==> src/hw/fbs_pkg.sv <==
// Shared constants and carrier types for the fieldbus slave config supervisor
package fbs_pkg;

  // Widths
  localparam int DATA_W    = 17;
  localparam int SEND_W    = 32;
  localparam int STATION_W = 7;

  // Parameter values and ranges
  localparam logic [16:0] PARAM_NEG_ONE    = 17'h1ffff;
  localparam logic [16:0] STOP_MIN         = 17'h007d0;
  localparam logic [16:0] STOP_MAX         = 17'h00f6f;
  localparam logic [1:0]  MODE_NORMAL      = 2'h0;
  localparam logic [1:0]  MODE_DIAG        = 2'h2;
  localparam logic [1:0]  CLASS_1          = 2'h1;
  localparam logic [1:0]  CLASS_2          = 2'h2;
  localparam logic [6:0]  STATION_MAX      = 7'h7d;
  localparam logic [6:0]  STATION_DETACHED = 7'h7e;

  // Reset values
  localparam logic [16:0] STOP_RESET     = 17'h1ffff;
  localparam logic [1:0]  MODE_RESET     = 2'h0;
  localparam logic [1:0]  CLASS_RESET    = 2'h1;
  localparam logic [6:0]  STATION_RESET  = 7'h7e;
  localparam logic        OVERRIDE_RESET = 1'h0;
  localparam logic [15:0] INTERVAL_RESET = 16'h0028;
  localparam logic [31:0] ORST_VAL_RESET = 32'h00000000;
  localparam logic [31:0] ORST_CARE_RESET = 32'hffffffff;

  // Error codes shown to the controller
  localparam logic [15:0] ERR_CODE_NONE = 16'h0000;
  localparam logic [15:0] ERR_CODE_LINK = 16'h8500;
  localparam logic [15:0] ERR_CODE_DIAG = 16'h8504;

  // Timing
  localparam int CLK_PERIOD_NS = 10;
  localparam int MS_NS         = 1000000;
  localparam int CLKS_PER_MS   = MS_NS / CLK_PERIOD_NS;

  // Parameter selector of a software write
  typedef enum logic [2:0] {
    FBS_SEL_STOP,
    FBS_SEL_MODE,
    FBS_SEL_CLASS,
    FBS_SEL_STATION,
    FBS_SEL_OVERRIDE,
    FBS_SEL_INTERVAL
  } fbs_sel_t;

  // Software parameter write
  typedef struct packed {
    logic        valid;
    fbs_sel_t    sel;
    logic [16:0] data;
  } fbs_wr_t;

  // Output-reset pattern: value per bit, care=0 means keep current bit
  typedef struct packed {
    logic [31:0] value;
    logic [31:0] care;
  } fbs_orst_t;

  // Remote station assignment from a class 2 master
  typedef struct packed {
    logic       valid;
    logic [6:0] addr;
    logic       lock;
  } fbs_remote_t;

endpackage : fbs_pkg
==> src/hw/fbs_cfg_sup.sv <==
// Configuration and error supervision for the fieldbus slave card
`timescale 1ns/1ns
module fbs_cfg_sup
  import fbs_pkg::*;
#(
  parameter int CLKS_MS = CLKS_PER_MS
)
(
  input  wire logic        core_clk,
  input  wire logic        rst,
  input  wire fbs_wr_t     wr,
  output logic             wr_ack,
  output logic             wr_reject,
  input  wire logic        orst_wr,
  input  wire fbs_orst_t   orst_in,
  input  wire logic        out_reset,
  input  wire logic [31:0] app_send_data,
  output logic [31:0]      send_data,
  input  wire fbs_remote_t remote,
  input  wire logic        nv_station_valid,
  input  wire logic [6:0]  nv_station,
  output logic             flash_wr,
  output logic             flash_erase,
  output logic [6:0]       flash_data,
  input  wire logic        link_error_pin,
  input  wire logic        diag_anomaly_pin,
  input  wire logic        err_reset_req,
  output logic [16:0]      ext_stop_input_sel,
  output logic             stop_input_used,
  output logic [1:0]       card_operating_mode,
  output logic [1:0]       master_class_sel,
  output logic [6:0]       station_number_param,
  output logic             station_lock,
  output logic             net_attached,
  output logic             data_exchange_en,
  output logic             error_reset_override,
  output logic [15:0]      error_check_interval,
  output logic             card_error,
  output logic             fb_error,
  output logic             diag_error,
  output logic [15:0]      error_code
);

  // True when all bits of d at and above position w are zero
  function automatic logic hi_zero(input logic [16:0] d, input int w);
    logic z;
    z = 1'b1;
    for (int i = 0; i < 17; i++)
      if (i >= w && d[i])
        z = 1'b0;
    return z;
  endfunction : hi_zero

  logic        boot;
  logic        wr_ok;
  logic        wr_take;
  logic        station_clear;
  logic        station_local;
  logic        remote_take;
  logic        filt_err;
  logic        filt_err_d;
  logic [1:0]  sync0;
  logic [1:0]  sync1;
  logic [1:0]  sync2;
  logic [1:0]  pin_raw;
  logic [1:0]  pin_ok;
  fbs_orst_t   orst;

  assign pin_raw = {diag_anomaly_pin, link_error_pin};

  // Three-stage pin synchronisers, value accepted when stages two and three agree
  for (genvar g = 0; g < 2; g++)
  begin : g_sync
    always_ff @(posedge core_clk or posedge rst)
    begin
      if (rst)
      begin
        sync0[g]  <= 1'b0;
        sync1[g]  <= 1'b0;
        sync2[g]  <= 1'b0;
        pin_ok[g] <= 1'b0;
      end
      else
      begin
        sync0[g] <= pin_raw[g];
        sync1[g] <= sync0[g];
        sync2[g] <= sync1[g];
        if (sync1[g] == sync2[g])
          pin_ok[g] <= sync2[g];
      end
    end
  end

  // Range check of a software write against its parameter
  always_comb
  begin
    wr_ok = 1'b0;
    case (wr.sel)
      FBS_SEL_STOP:
        wr_ok = (wr.data == PARAM_NEG_ONE) ||
                (wr.data >= STOP_MIN && wr.data <= STOP_MAX);
      FBS_SEL_MODE:
        wr_ok = hi_zero(wr.data, 2) &&
                (wr.data[1:0] == MODE_NORMAL || wr.data[1:0] == MODE_DIAG);
      FBS_SEL_CLASS:
        wr_ok = hi_zero(wr.data, 2) &&
                (wr.data[1:0] == CLASS_1 || wr.data[1:0] == CLASS_2);
      FBS_SEL_STATION:
        wr_ok = (wr.data == PARAM_NEG_ONE) ||
                (!station_lock && master_class_sel == CLASS_1 &&
                 hi_zero(wr.data, 7) && wr.data[6:0] <= STATION_MAX);
      FBS_SEL_OVERRIDE:
        wr_ok = hi_zero(wr.data, 1);
      FBS_SEL_INTERVAL:
        wr_ok = hi_zero(wr.data, 16);
      default:
        wr_ok = 1'b0;
    endcase
  end

  assign wr_take       = wr.valid && wr_ok;
  assign station_clear = wr_take && wr.sel == FBS_SEL_STATION && wr.data == PARAM_NEG_ONE;
  assign station_local = wr_take && wr.sel == FBS_SEL_STATION && !station_clear;
  assign remote_take   = remote.valid && master_class_sel == CLASS_2 && !station_lock &&
                         remote.addr <= STATION_MAX && !boot && !station_clear;

  // Write acknowledge pulses
  always_ff @(posedge core_clk or posedge rst)
  begin
    if (rst)
    begin
      wr_ack    <= 1'b0;
      wr_reject <= 1'b0;
    end
    else
    begin
      wr_ack    <= wr_take;
      wr_reject <= wr.valid && !wr_ok;
    end
  end

  // Plain parameter registers; override needs no restart and powers up clear
  always_ff @(posedge core_clk or posedge rst)
  begin
    if (rst)
    begin
      ext_stop_input_sel   <= STOP_RESET;
      card_operating_mode  <= MODE_RESET;
      master_class_sel     <= CLASS_RESET;
      error_reset_override <= OVERRIDE_RESET;
      error_check_interval <= INTERVAL_RESET;
    end
    else if (wr_take)
    begin
      case (wr.sel)
        FBS_SEL_STOP:     ext_stop_input_sel   <= wr.data;
        FBS_SEL_MODE:     card_operating_mode  <= wr.data[1:0];
        FBS_SEL_CLASS:    master_class_sel     <= wr.data[1:0];
        FBS_SEL_OVERRIDE: error_reset_override <= wr.data[0];
        FBS_SEL_INTERVAL: error_check_interval <= wr.data[15:0];
        default:          ;
      endcase
    end
  end

  assign stop_input_used = (ext_stop_input_sel != PARAM_NEG_ONE);

  // Station number, lock and restore of the stored copy after reset
  // A software write on the first edge beats the restore, so flash and address agree
  always_ff @(posedge core_clk or posedge rst)
  begin
    if (rst)
    begin
      boot                 <= 1'b1;
      station_number_param <= STATION_RESET;
      station_lock         <= 1'b0;
    end
    else
    begin
      boot <= 1'b0;
      if (station_clear)
      begin
        station_number_param <= STATION_DETACHED;
        station_lock         <= 1'b0;
      end
      else if (station_local)
        station_number_param <= wr.data[6:0];
      else if (remote_take)
      begin
        station_number_param <= remote.addr;
        station_lock         <= remote.lock;
      end
      else if (boot && nv_station_valid && nv_station <= STATION_MAX)
        station_number_param <= nv_station;
    end
  end

  // Non-volatile copy update and erase requests
  always_ff @(posedge core_clk or posedge rst)
  begin
    if (rst)
    begin
      flash_wr    <= 1'b0;
      flash_erase <= 1'b0;
      flash_data  <= STATION_RESET;
    end
    else
    begin
      flash_wr    <= station_local || remote_take;
      flash_erase <= station_clear;
      if (station_local)
        flash_data <= wr.data[6:0];
      else if (remote_take)
        flash_data <= remote.addr;
    end
  end

  assign net_attached = (station_number_param != STATION_DETACHED);

  // Output-reset pattern storage
  always_ff @(posedge core_clk or posedge rst)
  begin
    if (rst)
    begin
      orst.value <= ORST_VAL_RESET;
      orst.care  <= ORST_CARE_RESET;
    end
    else if (orst_wr)
      orst <= orst_in;
  end

  // Send data: output reset applies pattern, don't-care bits hold
  always_ff @(posedge core_clk or posedge rst)
  begin
    if (rst)
      send_data <= ORST_VAL_RESET;
    else if (out_reset)
      send_data <= (orst.value & orst.care) | (send_data & ~orst.care);
    else if (data_exchange_en && net_attached)
      send_data <= app_send_data;
  end

  // Card error persistence filter
  fbs_err_filter #(
    .CLKS_MS (CLKS_MS)
  ) u_filter (
    .core_clk (core_clk),
    .rst      (rst),
    .err_in   (pin_ok[0]),
    .interval (error_check_interval),
    .err_out  (filt_err)
  );

  assign card_error = filt_err;

  // Link error latch: a new error beats a reset request in the same cycle
  always_ff @(posedge core_clk or posedge rst)
  begin
    if (rst)
    begin
      filt_err_d <= 1'b0;
      fb_error   <= 1'b0;
    end
    else
    begin
      filt_err_d <= filt_err;
      if (filt_err && !filt_err_d)
        fb_error <= 1'b1;
      else if (err_reset_req && (error_reset_override || !filt_err))
        fb_error <= 1'b0;
    end
  end

  // Self-diagnosis error, held until the mode returns to normal on an edge with no anomaly flagged
  always_ff @(posedge core_clk or posedge rst)
  begin
    if (rst)
      diag_error <= 1'b0;
    else if (card_operating_mode == MODE_DIAG && pin_ok[1])
      diag_error <= 1'b1;
    else if (wr_take && wr.sel == FBS_SEL_MODE && wr.data[1:0] == MODE_NORMAL)
      diag_error <= 1'b0;
  end

  // Exchange gate and shown error code
  always_ff @(posedge core_clk or posedge rst)
  begin
    if (rst)
    begin
      data_exchange_en <= 1'b0;
      error_code       <= ERR_CODE_NONE;
    end
    else
    begin
      data_exchange_en <= net_attached && !filt_err && !fb_error && !diag_error &&
                          card_operating_mode == MODE_NORMAL;
      error_code <= diag_error ? ERR_CODE_DIAG : (fb_error ? ERR_CODE_LINK : ERR_CODE_NONE);
    end
  end

  a_stop_range : assert property (@(posedge core_clk) disable iff (rst)
    stop_input_used |-> (ext_stop_input_sel >= STOP_MIN && ext_stop_input_sel <= STOP_MAX))
    else $error("Stop select out of range");

  a_clear_gives_126 : assert property (@(posedge core_clk) disable iff (rst)
    (station_clear && !boot) |=> (station_number_param == STATION_DETACHED && flash_erase
     && !station_lock))
    else $error("Station clear did not detach and erase");

  a_station_write_flash : assert property (@(posedge core_clk) disable iff (rst)
    (station_local && !boot) |=> (flash_wr && station_number_param == flash_data))
    else $error("Station write did not update flash copy");

  a_detached_no_xfer : assert property (@(posedge core_clk) disable iff (rst)
    $past(!net_attached) |-> !data_exchange_en)
    else $error("Exchange while detached");

  a_detached_send_hold : assert property (@(posedge core_clk) disable iff (rst)
    (!net_attached && !out_reset) |=> $stable(send_data))
    else $error("Send data changed while detached");

  a_lock_refuses : assert property (@(posedge core_clk) disable iff (rst)
    (station_lock && !station_clear && !boot) |=> $stable(station_number_param))
    else $error("Station changed while locked");

  a_diag_error_code : assert property (@(posedge core_clk) disable iff (rst)
    (card_operating_mode == MODE_DIAG && pin_ok[1]) |=> diag_error ##1
    (error_code == ERR_CODE_DIAG))
    else $error("Diagnosis anomaly not reported");

  a_no_override_hold : assert property (@(posedge core_clk) disable iff (rst)
    (!error_reset_override && fb_error && filt_err) |=> fb_error)
    else $error("Link error cleared during anomaly");

  a_orst_pattern : assert property (@(posedge core_clk) disable iff (rst)
    out_reset |=> (send_data == (($past(orst.value) & $past(orst.care)) |
                   ($past(send_data) & ~$past(orst.care)))))
    else $error("Output reset pattern not applied");

endmodule : fbs_cfg_sup

==> src/hw/fbs_err_filter.sv <==
// Persistence filter for the card error, measured in milliseconds
`timescale 1ns/1ns
module fbs_err_filter
  import fbs_pkg::*;
#(
  parameter int CLKS_MS = CLKS_PER_MS
)
(
  input  wire logic        core_clk,
  input  wire logic        rst,
  input  wire logic        err_in,
  input  wire logic [15:0] interval,
  output logic             err_out
);

  logic [31:0] pre;
  logic [15:0] ms_cnt;
  logic        ms_tick;

  assign ms_tick = (pre == 32'(CLKS_MS - 1));

  // Count whole milliseconds of uninterrupted error, restart on any gap
  always_ff @(posedge core_clk or posedge rst)
  begin
    if (rst)
    begin
      pre    <= 32'h0;
      ms_cnt <= 16'h0;
    end
    else if (!err_in)
    begin
      pre    <= 32'h0;
      ms_cnt <= 16'h0;
    end
    else
    begin
      pre <= ms_tick ? 32'h0 : pre + 32'h1;
      if (ms_tick && ms_cnt != 16'hffff)
        ms_cnt <= ms_cnt + 16'h1;
    end
  end

  // Zero reports at once, otherwise only after the whole interval
  assign err_out = err_in && ((interval == 16'h0) || (ms_cnt >= interval));

  a_zero_is_immediate : assert property (@(posedge core_clk) disable iff (rst)
    (interval == 16'h0 && err_in) |-> err_out)
    else $error("Zero interval did not report error at once");

  a_short_episode_hidden : assert property (@(posedge core_clk) disable iff (rst)
    (interval != 16'h0 && $rose(err_in)) |-> !err_out)
    else $error("Error reported before interval elapsed");

endmodule : fbs_err_filter

==> config.mk <==
export PLATFORM = sky130hd
export DESIGN_NAME = fbs_cfg_sup
export DESIGN_NICKNAME = d
export VERILOG_FILES = /design/src/hw/fbs_pkg.sv /design/src/hw/fbs_cfg_sup.sv /design/src/hw/fbs_err_filter.sv
export SDC_FILE = /design/constraint.sdc
export NUM_CORES = 1
export LEC_CHECK = 0
export BUFFER_PORTS_ARGS = -buffer_cell sky130_fd_sc_hd__buf_4
export CORE_MARGIN = 2
export CORE_UTILIZATION = 45
export DETAILED_ROUTE_END_ITERATION = 10
export MAX_ROUTING_LAYER = met4
export PLACE_DENSITY = 0.69
export SLEW_MARGIN = 10
export SYNTH_ARGS = -nofsm -noshare
export SYNTH_HDL_FRONTEND = slang
export SYNTH_SLANG_ARGS = --single-unit
==> constraint.sdc <==
create_clock -name core_clk -period 6.5 [get_ports core_clk]
set_clock_uncertainty 0.2 [all_clocks]
set_input_delay 0.325 -clock core_clk [delete_from_list [all_inputs] [get_ports core_clk]]
set_output_delay 0.325 -clock core_clk [all_outputs]
set_load 0.01 [all_outputs]
==> reports/metrics.yaml <==
cts_buffer_depth: 3
synth.distinct_cells: 58
post_cts_buffers: 0
grt.total_usage_pct: 23.8
dieWidth_um: 154
hold_buffers: 127
yosysTopAreaCell: "dfrtp_1"
clk_latency_ps: 510
wl_um: 27600
dr.pass1.iters: 5
crit_buf_inv: 2
grt_max_degree: 104
grt_pass1_vias: 8466
cap_violations: 0
port-buffer-count: 239
cts.sinks: 216
placementRows: 54
max_stage_delay_ps: 810
slew_headroom_pct: 38.4
crit_arrival_ps: 3630
synth_area_sq_um: 10100
synth_area_leaders: "dfrtp_1 (37%), dfstp_2 (17%), mux2_2 (11%)"
synth_top_area_share_pct: 37.4
status: "completed"
route.detailed.drc: 0
min_path_type: "in2reg"
cts_tree: "done"
fillers: 1676
vias_per_cell: 5.29
start_kind: "primary input"
grt_pass1_wl_um: 44600
final_max_slew_viol_count: 0
avgSynthCellArea_sq_um: 11.2
drtIter0Drc: 520
worstSetupPathType: "in2reg"
antenna_left: 0
setup_tns_ps: 0
root_buffer: "clkbuf_16"
yosysWarnings: 0
ioPinCount: 252
cpLargestDelayFamily: "simple AND/OR/NAND/NOR gates"
p_leak_uw: 0.00651
ys_top_cells_by_count: "dfrtp_1 (151), nand3_1 (117), mux2_2 (97)"
route.vias.total: 8259
period_needed_ps: 3390
ys_async_sr_fraction_pct: 100
cp-end-kind: "flip-flop"
min_period_over_period_pct: 52.2
cp.required_ps: 6740
antenna_found_initial: 0
cpMaxStageDelayCell: "and4bb_1"
wl_per_cell_um: 17.7
drive_gt1_share_pct: 36.6
ys_seq_area_share_pct: 54.3
synth_edf_count: 0
core_sq_um: 22000
dp_hpwl_um: 17600
htreeDepth: 1
ys_seq_elements: 216
rsz0062_at_grt: "false"
synth_most_common_cell: "dfrtp_1"
cp_max_fo: 17
fin_util_pct: 64.4
die-height_um: 154
path_cells: "dlygate4sd3_1 -> buf_4 -> or4_1 -> nor4_2 -> nand3_1 -> o32ai_2 -> a21oi_2 -> and4bb_1 -> mux2_2"
clock.fmax_mhz: 295
final_hold_viol_count: 0
cts.clk_slew.worst_paths_ps: 60
die-area_sq_um: 23700
synth-main-ff-cell: "dfrtp_1"
powerDensity_nw_per_um2: 249
areaGrowthSynthToFinish_pct: 39.9
fin_nets: 1421
vdd_drop_max_mv: 0.154
finalSetupViolations: 0
numCtsBuffers: 24
start_util_pct: 46.1
overflow: 0
gp_congestion: 0.887
postCtsResizedCells: 0
synthCells: 904
worst-slew-pin-transition_ps: 921
[through the flow]
| step | hold slack (ps) | power (uW) | area, sq um | setup WS [ps] | cells |
|---|---|---|---|---|---|
| 6_report | 57.8 | 3520 | 14100 | 3110 | 1560 |
| 4_1_cts | 50.8 | 3540 | 14100 | 3150 | 1559 |
| 3_3_place_gp | 133 | 2110 | 12100 | 3240 | 1389 |
| 2_1_floorplan | 131 | 1850 | 10200 | 175 | 916 |
| 3_5_place_dp | 135 | 2130 | 12100 | 3170 | 1389 |
| 5_1_grt | 75.9 | 3680 | 14100 | 2970 | 1559 |
[worst register-to-register path, cell delays in order (launching register included)]
cell	delay [ps]
dfrtp_1	380
ha_1	230
and4_1	260
nand2_1	70
nor3_1	550
o2111ai_1	490
or3_1	480
a21boi_0	190
[power breakdown]
part | internal [uW] | switching (uW)
combinational | 318 | 265
clock | 812 | 528
sequential | 1500 | 93.6
total | 2630 | 886
[cells in the final DEF (no fill, tap or decap), types with 13 or more instances in the layout]
master and n:
xor2_1 30, dlygate4sd3_1 127, nor2_1 53, dfstp_2 65, dfrtp_1 151, nand4_1 18
mux2_2 97, nand2_1 86, buf_4 244, inv_1 27, ha_1 18, and3_1 13
conb_1 13, a21oi_1 14, nand3_1 117, clkbuf_16 26
[cells by family after synthesis]
kind of cell | synth area share [%]
adder cells (fa/ha/maj) | 2.43
other | 0.0371
flip-flops | 54.3
XOR/XNOR | 3.64
AND/OR/NAND/NOR | 18.5
multiplexers | 12.9
buffers and inverters | 3.74
AO/OA/AOI/OAI | 4.52
[worst paths after layout]
kind	start	end	slack, ps	cells past startpoint
setup / recovery	wr[15]	ext_stop_input_sel[13]$_DFFE_PP1P_	3110	9
hold / removal	wr[18]	master_class_sel[1]$_DFFE_PP0P_	60	3
setup reg to reg	u_filter.pre[0]$_DFF_PP0_	u_filter.ms_cnt[11]$_DFFE_PP0P_	3580	7
hold reg to reg	sync0[1]$_DFF_PP0_	sync1[1]$_DFF_PP0_	150	0
max in group asynchronous	rst	async pin	4550	4
min in group asynchronous	rst	sync2[0]$_DFF_PP0_	270	3
[metal layers]
layer,share of wire (%),up-vias,routed length [um],track usage [%]
met5,0,-,0,-
li1,-,3879,-,-
met4,3.0,0,834,7.34
met2,49,265,13700,40.0
met1,42,4042,11700,29.6
met3,5.3,73,1470,4.14
[area by class of cell]
class / count / area [sq um] / area share, %
Timing Repair Buffer: 371 / 3100 / 21.9
Tap cell: 280 / 350 / 2.48
Clock inverter: 6 / 57.6 / 0.407
Multi-Input combinational cell: 621 / 4300 / 30.4
Clock buffer: 37 / 732 / 5.18
Sequential cell: 216 / 5490 / 38.8
Inverter: 28 / 113 / 0.796
Antenna cell: 1 / 2.50 / 0.0177
Note: power is estimated with default switching activity, not from simulation.
